==> src/core/fcr_pkg.sv <==
// fcr_pkg: offsets, field positions, reset values and codes of the front end control registers
// assumes a 16-bit register word reached through a simple internal register port
package fcr_pkg;
    localparam logic [7:0]  ADDR_REG_OFS      = 8'h09;
    localparam logic [7:0]  PIN_CFG_OFS       = 8'h0b;
    localparam logic [7:0]  UNLOCK_OFS        = 8'h0d;
    localparam logic [7:0]  SRST_OFS          = 8'h0f;
    localparam logic [7:0]  MODE_OFS          = 8'h10;
    localparam logic [7:0]  QCFG_OFS          = 8'h11;

    localparam logic [15:0] UNLOCK_RST        = 16'h0000;
    localparam logic [15:0] UNLOCK_ALWAYS     = 16'h04ad;
    localparam logic [15:0] UNLOCK_PIN0       = 16'h44ad;
    localparam logic [15:0] UNLOCK_PIN1       = 16'h84ad;
    localparam logic [15:0] UNLOCK_BOTH       = 16'hc4ad;
    localparam logic [7:0]  ADDR_KEY          = 8'had;
    localparam logic [6:0]  BUS_ADDR_RST      = 7'h64;

    localparam logic [4:0]  PIN0_CFG_RST      = 5'h00;
    localparam logic [4:0]  PIN0_LOW          = 5'h10;
    localparam logic [4:0]  PIN0_HIGH         = 5'h11;
    localparam logic [4:0]  PIN0_OSC          = 5'h13;

    localparam int          READBACK_BIT      = 13;
    localparam int          OVERRUN_BIT       = 12;
    localparam int          SLOTB_FMT_LSB     = 6;
    localparam logic [15:0] QCFG_RST          = 16'h1000;
    localparam logic [15:0] QCFG_WMASK        = 16'h31ff;

    localparam int          SRST_CYCLES       = 4;

    typedef enum logic [1:0] {
        FCR_STANDBY = 2'h0,
        FCR_PROGRAM = 2'h1,
        FCR_NORMAL  = 2'h2
    } fcr_mode_t;

    typedef enum logic [2:0] {
        FCR_FMT_NONE  = 3'h0,
        FCR_FMT_SUM16 = 3'h1,
        FCR_FMT_SUM32 = 3'h2,
        FCR_FMT_CH16  = 3'h4,
        FCR_FMT_CH32  = 3'h6
    } fcr_fmt_t;

    typedef struct packed {
        logic        wr;
        logic        rd;
        logic [7:0]  addr;
        logic [15:0] wdata;
    } fcr_req_t;

    typedef struct packed {
        logic        readback_average;
        logic        overrun_guard;
        logic [2:0]  slotb_format;
        logic        slotb_format_valid;
    } fcr_qcfg_t;

    typedef enum logic [1:0] {
        FCR_RUN   = 2'b01,
        FCR_RESET = 2'b10
    } fcr_state_t;
endpackage

==> src/core/fcr_regs.sv <==
// fcr_regs: register bank for pin 0 select, address unlock, soft reset, mode and queue config
// assumes the serial interface decodes frames into one-cycle rd/wr strobes on req,
// and acknowledges each write made outside a soft reset with wr_ack before any soft reset takes effect
// Behaviour
// - pin0 codes 10,11,13 give low,high,oscillator
// - unlock 04AD always permits address change
// - 44AD needs pin0 high, 84AD pin1
// - C4AD needs both pins high
// - soft reset bit resets, clears when done
// - write acknowledged first, then standby defaults
// - mode 0 standby, 1 program, 2 normal
// - bit13 picks sum or average readback
// - bit12 default one, stop when queue full
// - slot B format codes 0,1,2,4 decoded
// - slot B format 6 is 32-bit channels
`timescale 1ns/1ps
`default_nettype none
module fcr_regs
    import fcr_pkg::*;
#(
    parameter int RST_LEN = SRST_CYCLES
) (
    input  wire logic             ref_clk,
    input  wire logic             rst,
    input  wire fcr_pkg::fcr_req_t req,
    input  wire logic             general_pin_zero,
    input  wire logic             general_pin_one,
    input  wire logic             osc_32k,
    output logic [15:0]           rdata,
    output logic                  rvalid,
    output logic                  wr_ack,
    output logic                  pin0_drive,
    output logic                  pin0_override,
    output logic [6:0]            bus_address,
    output fcr_pkg::fcr_mode_t    operating_mode,
    output fcr_pkg::fcr_qcfg_t    queue_config,
    output logic                  soft_reset_busy
);
    import fcr_pkg::*;

    // stored register fields
    logic [15:0] unlock_r;
    logic [6:0]  addr_r;
    logic [4:0]  pin0_alternate_select_r;
    logic [7:0]  pin1_cfg_r;
    logic        soft_reset_bit_r;
    fcr_mode_t   mode_r;
    logic [15:0] qcfg_r;
    fcr_qcfg_t   qcfg_out_r;

    // next values of the stored fields
    logic [15:0] unlock_nxt;
    logic [6:0]  addr_nxt;
    logic [4:0]  pin0_alternate_select_nxt;
    logic [7:0]  pin1_cfg_nxt;
    logic        soft_reset_bit_nxt;
    fcr_mode_t   mode_nxt;
    logic [15:0] qcfg_nxt;

    // soft reset sequencer
    fcr_state_t  state_r;
    fcr_state_t  state_nxt;
    logic [7:0]  cnt_r;
    logic [7:0]  cnt_nxt;

    // answer and pin flops
    logic [15:0] rdata_r;
    logic [15:0] rdata_nxt;
    logic        rvalid_r;
    logic        rvalid_nxt;
    logic        ack_r;
    logic        ack_nxt;
    logic        drive_r;
    logic        drive_nxt;
    logic        ovr_r;
    logic        ovr_nxt;

    // write strobe aimed at one offset
    function automatic logic hit(input fcr_req_t r, input logic [7:0] ofs);
        return r.wr && (r.addr == ofs);
    endfunction

    // pin 0 codes that replace the pin's normal function
    function automatic logic pin0_fixed(input logic [4:0] code);
        return (code == PIN0_LOW) || (code == PIN0_HIGH) || (code == PIN0_OSC);
    endfunction

    // listed slot B formats; reserved codes must not reach the queue writer
    function automatic logic fmt_known(input logic [2:0] code);
        return (code == FCR_FMT_NONE) || (code == FCR_FMT_SUM16) ||
               (code == FCR_FMT_SUM32) || (code == FCR_FMT_CH16) ||
               (code == FCR_FMT_CH32);
    endfunction

    // fields of the queue word as the data path consumes them
    function automatic fcr_qcfg_t qcfg_fields(input logic [15:0] word);
        fcr_qcfg_t f;
        f.readback_average   = word[READBACK_BIT];
        f.overrun_guard      = word[OVERRUN_BIT];
        f.slotb_format       = word[SLOTB_FMT_LSB +: 3];
        f.slotb_format_valid = fmt_known(word[SLOTB_FMT_LSB +: 3]);
        return f;
    endfunction

    // request decode; nothing is taken while the soft reset runs
    wire logic soft_rst   = (state_r == FCR_RESET);
    wire logic regs_clear = rst || soft_rst;
    wire logic cnt_done   = (cnt_r == 8'(RST_LEN - 1));
    wire logic wr_take    = req.wr && !soft_rst;
    wire logic rd_take    = req.rd && !soft_rst;
    wire logic wr_unlock  = hit(req, UNLOCK_OFS);
    wire logic wr_addr    = hit(req, ADDR_REG_OFS);
    wire logic wr_pin     = hit(req, PIN_CFG_OFS);
    wire logic wr_srst    = hit(req, SRST_OFS);
    wire logic wr_mode    = hit(req, MODE_OFS);
    wire logic wr_qcfg    = hit(req, QCFG_OFS);
    wire logic srst_req   = wr_srst && req.wdata[0] && !soft_rst;

    // unlock qualifier chosen by the stored key
    wire logic unlock_ok =
        (unlock_r == UNLOCK_ALWAYS) ||
        ((unlock_r == UNLOCK_PIN0) && general_pin_zero) ||
        ((unlock_r == UNLOCK_PIN1) && general_pin_one) ||
        ((unlock_r == UNLOCK_BOTH) && general_pin_zero && general_pin_one);
    // a write without the key in the upper byte leaves the address alone
    wire logic addr_wr = wr_addr && unlock_ok
                         && (req.wdata[15:8] == ADDR_KEY);

    wire logic [1:0] mode_w = req.wdata[1:0];
    // only defined modes are accepted; others keep the current mode
    wire logic mode_ok = (mode_w == FCR_STANDBY) || (mode_w == FCR_PROGRAM)
                         || (mode_w == FCR_NORMAL);

    wire logic pin0_high_sel = (pin0_alternate_select_r == PIN0_HIGH);
    wire logic pin0_osc_sel  = (pin0_alternate_select_r == PIN0_OSC);

    // read words; reserved bits read back as zero
    wire logic [15:0] addr_word = {8'h00, addr_r, 1'b0};
    wire logic [15:0] pin_word  = {3'h0, pin1_cfg_r[4:0], 3'h0, pin0_alternate_select_r};
    wire logic [15:0] srst_word = {15'h0000, soft_reset_bit_r};
    wire logic [15:0] mode_word = {14'h0000, mode_r};
    wire logic [15:0] rd_mux =
        (req.addr == ADDR_REG_OFS) ? addr_word :
        (req.addr == PIN_CFG_OFS)  ? pin_word :
        (req.addr == UNLOCK_OFS)   ? unlock_r :
        (req.addr == SRST_OFS)     ? srst_word :
        (req.addr == MODE_OFS)     ? mode_word :
        (req.addr == QCFG_OFS)     ? qcfg_r : 16'h0000;

    // next values; both resets are applied in the flops below
    assign unlock_nxt = wr_unlock ? req.wdata : unlock_r;
    assign addr_nxt   = addr_wr ? req.wdata[7:1] : addr_r;
    assign pin0_alternate_select_nxt = wr_pin ? req.wdata[4:0] : pin0_alternate_select_r;
    assign pin1_cfg_nxt = wr_pin ? {3'h0, req.wdata[12:8]} : pin1_cfg_r;
    assign mode_nxt   = (wr_mode && mode_ok) ? fcr_mode_t'(mode_w) : mode_r;
    assign qcfg_nxt   = wr_qcfg ? (req.wdata & QCFG_WMASK) : qcfg_r;

    // the bit stays set through the reset window and clears at its end
    assign soft_reset_bit_nxt = srst_req ? 1'b1 :
                                (soft_rst && cnt_done) ? 1'b0 : soft_reset_bit_r;

    always_comb begin
        case (state_r)
            FCR_RUN:   state_nxt = srst_req ? FCR_RESET : FCR_RUN;
            FCR_RESET: state_nxt = cnt_done ? FCR_RUN : FCR_RESET;
            default:   state_nxt = FCR_RUN;
        endcase
    end

    // counter runs only inside the window, so every soft reset lasts RST_LEN cycles
    assign cnt_nxt = soft_rst ? cnt_r + 8'h01 : 8'h00;

    // the reset write is answered one cycle after its strobe, before the registers are cleared
    assign ack_nxt    = wr_take;
    assign rvalid_nxt = rd_take;
    assign rdata_nxt  = rd_take ? rd_mux : rdata_r;

    // pin 0 override follows the stored code one cycle later
    assign ovr_nxt   = pin0_fixed(pin0_alternate_select_r);
    assign drive_nxt = pin0_high_sel || (pin0_osc_sel && osc_32k);

    // one flop per field; soft reset clears every stored field and pin flop here, but not
    // the soft reset bit, the sequencer or the answer flops, which see only power-on reset
    always_ff @(posedge ref_clk) begin
        if (regs_clear)
            unlock_r <= UNLOCK_RST;
        else
            unlock_r <= unlock_nxt;
    end

    always_ff @(posedge ref_clk) begin
        if (regs_clear)
            addr_r <= BUS_ADDR_RST;
        else
            addr_r <= addr_nxt;
    end

    always_ff @(posedge ref_clk) begin
        if (regs_clear)
            pin0_alternate_select_r <= PIN0_CFG_RST;
        else
            pin0_alternate_select_r <= pin0_alternate_select_nxt;
    end

    always_ff @(posedge ref_clk) begin
        if (regs_clear)
            pin1_cfg_r <= 8'h00;
        else
            pin1_cfg_r <= pin1_cfg_nxt;
    end

    always_ff @(posedge ref_clk) begin
        if (regs_clear)
            mode_r <= FCR_STANDBY;
        else
            mode_r <= mode_nxt;
    end

    always_ff @(posedge ref_clk) begin
        if (regs_clear)
            qcfg_r <= QCFG_RST;
        else
            qcfg_r <= qcfg_nxt;
    end

    // decoded fields are registered from the next word so they change with it
    always_ff @(posedge ref_clk) begin
        if (regs_clear)
            qcfg_out_r <= qcfg_fields(QCFG_RST);
        else
            qcfg_out_r <= qcfg_fields(qcfg_nxt);
    end

    always_ff @(posedge ref_clk) begin
        if (regs_clear)
            drive_r <= 1'b0;
        else
            drive_r <= drive_nxt;
    end

    always_ff @(posedge ref_clk) begin
        if (regs_clear)
            ovr_r <= 1'b0;
        else
            ovr_r <= ovr_nxt;
    end

    // sequencer and answer flops see only the power-on reset
    always_ff @(posedge ref_clk) begin
        if (rst)
            state_r <= FCR_RUN;
        else
            state_r <= state_nxt;
    end

    always_ff @(posedge ref_clk) begin
        if (rst)
            cnt_r <= 8'h00;
        else
            cnt_r <= cnt_nxt;
    end

    always_ff @(posedge ref_clk) begin
        if (rst)
            soft_reset_bit_r <= 1'b0;
        else
            soft_reset_bit_r <= soft_reset_bit_nxt;
    end

    always_ff @(posedge ref_clk) begin
        if (rst)
            ack_r <= 1'b0;
        else
            ack_r <= ack_nxt;
    end

    always_ff @(posedge ref_clk) begin
        if (rst)
            rvalid_r <= 1'b0;
        else
            rvalid_r <= rvalid_nxt;
    end

    always_ff @(posedge ref_clk) begin
        if (rst)
            rdata_r <= 16'h0000;
        else
            rdata_r <= rdata_nxt;
    end

    // every output comes straight from a flop
    assign rdata           = rdata_r;
    assign rvalid          = rvalid_r;
    assign wr_ack          = ack_r;
    assign pin0_drive      = drive_r;
    assign pin0_override   = ovr_r;
    assign bus_address     = addr_r;
    assign operating_mode  = mode_r;
    assign queue_config    = qcfg_out_r;
    assign soft_reset_busy = soft_reset_bit_r;
endmodule // fcr_regs
`default_nettype wire

==> config.mk <==
export PLATFORM = sky130hd
export DESIGN_NAME = fcr_regs
export DESIGN_NICKNAME = d
export VERILOG_FILES = /design/src/core/fcr_pkg.sv /design/src/core/fcr_regs.sv
export SDC_FILE = /design/constraint.sdc
export NUM_CORES = 1
export LEC_CHECK = 0
export ABC_AREA = 1
export BUFFER_PORTS_ARGS = -buffer_cell sky130_fd_sc_hd__buf_4
export CORE_MARGIN = 10
export CORE_UTILIZATION = 55
export DETAILED_ROUTE_END_ITERATION = 8
export PLACE_DENSITY_LB_ADDON = 0.05
export SLEW_MARGIN = 20
export SYNTH_ARGS = -nofsm -noshare
export SYNTH_HDL_FRONTEND = slang
export SYNTH_SLANG_ARGS = --single-unit
==> constraint.sdc <==
create_clock -name ref_clk -period 1.73 [get_ports ref_clk]
set_input_delay 0.346 -clock ref_clk [delete_from_list [all_inputs] [get_ports ref_clk]]
set_output_delay 0.346 -clock ref_clk [all_outputs]
set_load 0.01 [all_outputs]
### Yosys cells after proc, flatten, opt, wreduce, memory -nomap -nowiden

Cells that the tools add are included.

| storage, ports and cells | value |
|---|---|
| flip-flop bits (word level) | 83 |
| output and inout port bits | 36 |
| word-level logic and storage cells | 93 |

| operators by class | value |
|---|---|
| $add $sub $neg | 1 |
| eq/ne operators | 23 |
| muxes and demuxes | 12 |
| bitwise logic cells | 1 |
| reduce and logical (&&, ||, !) cells | 37 |

Operators with widths:

| operator | count |
|---|---|
| 2-to-1 mux 14 bit | 4 |
| 2-to-1 mux 16 bit | 3 |
| equality test 16 bit (second input constant) | 2 |
| equality test 8 x 4 -> 1 bit (second input constant) | 4 |
| logical AND 1 bit | 19 |
| equality test 16 x 11 -> 1 bit (second input constant) | 1 |
| equality test 16 x 15 -> 1 bit (second input constant) | 1 |
| equality test 8 x 5 -> 1 bit (second input constant) | 2 |
| equality test 5 bit (second input constant) | 3 |
| logical OR 1 bit | 13 |
| adder 8 x 1 -> 8 bit (second input constant) | 1 |
| equality test 8 x 2 -> 1 bit (second input constant) | 1 |
| equality test 8 bit (second input constant) | 1 |
| equality test 3 bit (second input constant) | 2 |
| equality test 2 x 1 -> 1 bit (second input constant) | 2 |
| equality test 2 bit (second input constant) | 2 |
| 2-to-1 mux 2 bit | 2 |
| case mux 2 bit (2 select lines) | 1 |
| equality test 3 x 1 -> 1 bit (second input constant) | 1 |
| equality test 3 x 2 -> 1 bit (second input constant) | 1 |
| logical NOT 3 bit | 1 |
| logical NOT 2 bit | 1 |
| 2-to-1 mux 1 bit | 2 |
| nonzero test 2 bit | 1 |
| 3 further kinds | 3 |

### Logic depth before layout (Yosys ltp)

| depth | value |
|---|---|
| depth in word-level cells | 8 |
| depth in mapped cells | 11 |
| depth with buffers taken out | 10 |

### Least setup slack after synthesis

No wires, ideal clock.

| path | value |
|---|---|
| path type | flip-flop to flip-flop |
| from | register state_r[0] |
| to | register rdata_r[12], in the netlist rdata[12] |
| arrival time | 1.358 ns |
| setup slack | 0.302 ns |
| cell stages (with the launch flop) | 8 |
| path buffers | 0 |
| cells stage by stage | dfxtp_1 > inv_1 > ha_1 > nor2_2 > nand2_1 > a21oi_1 > nand2_1 > a21oi_1 |

| between the ends | value |
|---|---|
| longest elaborated chain between the ends | 3 |

Ends and longest elaborated chain:

| what | line | RTL |
|---|---|---|
| from (decl) | fcr_regs.sv:61 | `fcr_state_t state_r;` |
| from (signal assigned) | fcr_regs.sv:253 | `state_r <= state_nxt;` |
| equality test 2 bit | fcr_regs.sv:106 | `wire logic soft_rst = (state_r == FCR_RESET);` |
| logical NOT 1 bit | fcr_regs.sv:110 | `wire logic rd_take = req.rd && !soft_rst;` |
| logical AND 1 bit | fcr_regs.sv:110 |  |
| to (signal assigned) | fcr_regs.sv:288 | `rdata_r <= rdata_nxt;` |
| to (decl) | fcr_regs.sv:67 | `logic [15:0] rdata_r;` |

Every way passes these cells.
A chain may end at the register's enable or synchronous reset.

### Worst setup path after layout

| path | value |
|---|---|
| from | register state_r[0] |
| to | register rdata_r[4], in the netlist rdata[4] |

Same word-level chain as after synthesis.

==> flow_metrics.tcl <==
set metrics [dict create \
    status "complete, no violations" \
    path_class "reg -> reg" \
    grt_max_degree 29 \
    synth_edf_count 0 \
    insertion_delay_ps 360 \
    cts_inserted_buffers 9 \
    cp-start-kind "register" \
    ant_nets 0 \
    mostFrequentLayoutCells "nand2_1, dfxtp_1, buf_4, inv_1, a21oi_1" \
    dr.pass1.iters 4 \
    seq_area_frac_synth_pct 44.6 \
    path_cells "inv_1, ha_1, nor2_2, nand2_1, a21oi_1, nand2_1, a21oi_1" \
    drt_iter0_markers 122 \
    cts_setup_buffers 0 \
    antennaDiodeCount 0 \
    hold_violations 0 \
    gr-total-overflow 0 \
    cts_root_buf "clkbuf_8" \
    rsz0062_at_grt "false" \
    fin_skew_ps 7.23 \
    slew_violations 0 \
    powerDensity_mw_per_mm2 790 \
    leakagePower_nw 1.82 \
    postPlaceCellArea_sq_mm 0.00404 \
    setup_viol 0 \
    instances_no_fill 636 \
    cp_top_family "simple AND/OR/NAND/NOR gates" \
    min_path_type "in -> reg" \
    cp_slowest_cell "dfxtp_1" \
    ys_ff_latch 78 \
    synth_top_cell_by_area "dfxtp_1" \
    route.detailed.drc 0 \
    drive_gt1_share_pct 21.5 \
    relSlewSlack_pct 64.0 \
    cap_violations 0 \
    track_usage_pct 18.8 \
    stdcell_area_sq_mm 0.00423 \
    synthArstFlopShare_pct 0 \
    dp.cells 620 \
    fin_crit_sh_pct 91.9 \
    vias 3274 \
    areaGrowthSynthToFinish_pct 20.7 \
    worst-path-max-fanout 6 \
    ctsResizeCount 0 \
    ir_drop_mv 0.540 \
    cts.sinks 78 \
    syn_inst 488 \
    synthTopCellsByArea "dfxtp_1, nand2_1, a21oi_1" \
    gp_congestion 0.884 \
    nNetsFinal 588 \
    holdBufCountCts 0 \
    grt_pass1_vias 3171 \
    netlist.area_leader.share_pct 44.6 \
    layout_commonest_cell "nand2_1" \
    grt_pass1_wl_microns 15100 \
    avgSynthCellArea_sq_um 7.18 \
    routed_wl_microns 9340 \
    numPortBuffers 66 \
    worst_slew_pin_slew_ps 539 \
    final_util_pct 67.3 \
    synth_area_sq_mm 0.00350 \
    initial_core_util_pct 55.8 \
    clock_path_buffers 2 \
    cts_tree "yes" \
    min_period_ps 1590 \
    ys_warn_count 0 \
    via_per_inst 5.15 \
    path_buf_inv 1 \
    dieArea_sq_mm 0.00996 \
    clk_pin_slew_worst_paths_ps 80 \
    ys_types 32 \
    crit_path_end_kind "register" \
    total_power_mw 3.34 \
    setup_tns_ps 0 \
    ios 67 \
    timing.fmax_ghz 0.629 \
    drt-wirelength-per-cell_microns 14.7 \
    antenna_found_initial 0 \
    core-area_sq_mm 0.00628 \
    arrival_ps 1880 \
    synthFlopType "dfxtp_1" \
    cpPeakStageDelay_ps 330 \
    die_y_microns 99.8 \
    dp_hpwl_microns 7140 \
    syn-num-nets 522 \
    critPathRequiredTime_ps 2020 \
    htreeDepth 3 \
    row_count 29 \
    die_width_microns 99.8 \
]
-- worst paths after layout --
path / from / endpoint / slack (ps) / depth (start not counted)
setup reg to reg: state_r[0]$_SDFF_PP1_ / rdata[4]$_SDFFE_PP0P_ / 140 / 7
hold reg to reg: cnt_r[0]$_SDFF_PP0_ / cnt_r[0]$_SDFF_PP0_ / 450 / 1
setup / recovery: state_r[0]$_SDFF_PP1_ / rdata[4]$_SDFFE_PP0P_ / 140 / 7
hold / removal: req[7] / bus_address[6]$_SDFFE_PP1P_ / 220 / 3
-- final cells by class --
type | count | area, sq um
clock buffers | 13 | 169
clock inverters | 3 | 17.5
fillers | 561 | 2050
inverters | 71 | 268
multi-input cells | 317 | 1520
flip-flops and latches | 78 | 1560
well taps | 77 | 96.3
repair buffers | 77 | 591
-- synth_stat cells (6+ instances only) --
library cell  number
nand2_1          104
nor2_1            40
nor3_1             8
a21oi_1           57
o21ai_1           27
nand3_1           31
inv_2             10
inv_1             60
buf_2              6
dfxtp_1           78
o21ai_0           12
o22ai_1            6
buf_4              6
-- per-stage QoR --
| step | setup WS [ps] | hold slack (ps) |
|---|---|---|
| 6_report | 141 | 223 |
| 5_1_grt | 16.8 | 232 |
| 4_1_cts | 167 | 219 |
| 3_5_place_dp | 65.6 | 437 |
| 3_3_place_gp | 80.2 | 430 |
| 2_1_floorplan | 302 | 410 |
-- cell families (layout without fill, tap and decap cells) --
logic type,count (synthesis),in the layout,share of synthesized area [%]
AOI/OAI and AO/OA,108,108,16.2
xor gates and xnor gates,1,1,0.250
adders and majority gates,3,3,1.07
buffers and inverters,93,164,11.9
DFF,78,78,44.6
and+or+nand+nor,205,205,25.9
-- worst reg2reg max path: stages (launching register included) --
cell	delay [ps]
dfxtp_1	330
inv_1	50
ha_1	270
nor2_2	240
nand2_1	210
a21oi_1	180
nand2_1	110
a21oi_1	140
-- registers in the layout, indices dropped and copies added (netlist names) --
name	count
operating_mode	2
pin0_override	1
qcfg_r	11
rvalid	1
queue_config	1
bus_address	7
wr_ack	1
soft_reset_busy	1
cnt_r	8
pin0_alternate_select_r	5
unlock_r	16
rdata	16
pin1_cfg_r	5
state_r	2
pin0_drive	1
-- power breakdown --
group	switching, mW	internal [mW]
Sequential	0.00393	1.80
Clock	0.669	0.635
Combinational	0.135	0.0934
Total	0.808	2.53
-- per-layer routing --
metal | vias up | GRT usage, % | part of all wire, %
met2 | 86 | 30.9 | 47
met3 | 17 | 5.43 | 6.5
met1 | 1474 | 22.3 | 44
met5 | - | 0 | 0
li1 | 1697 | - | -
met4 | 0 | 8.27 | 2.1
(Power assumes the default switching activity.)
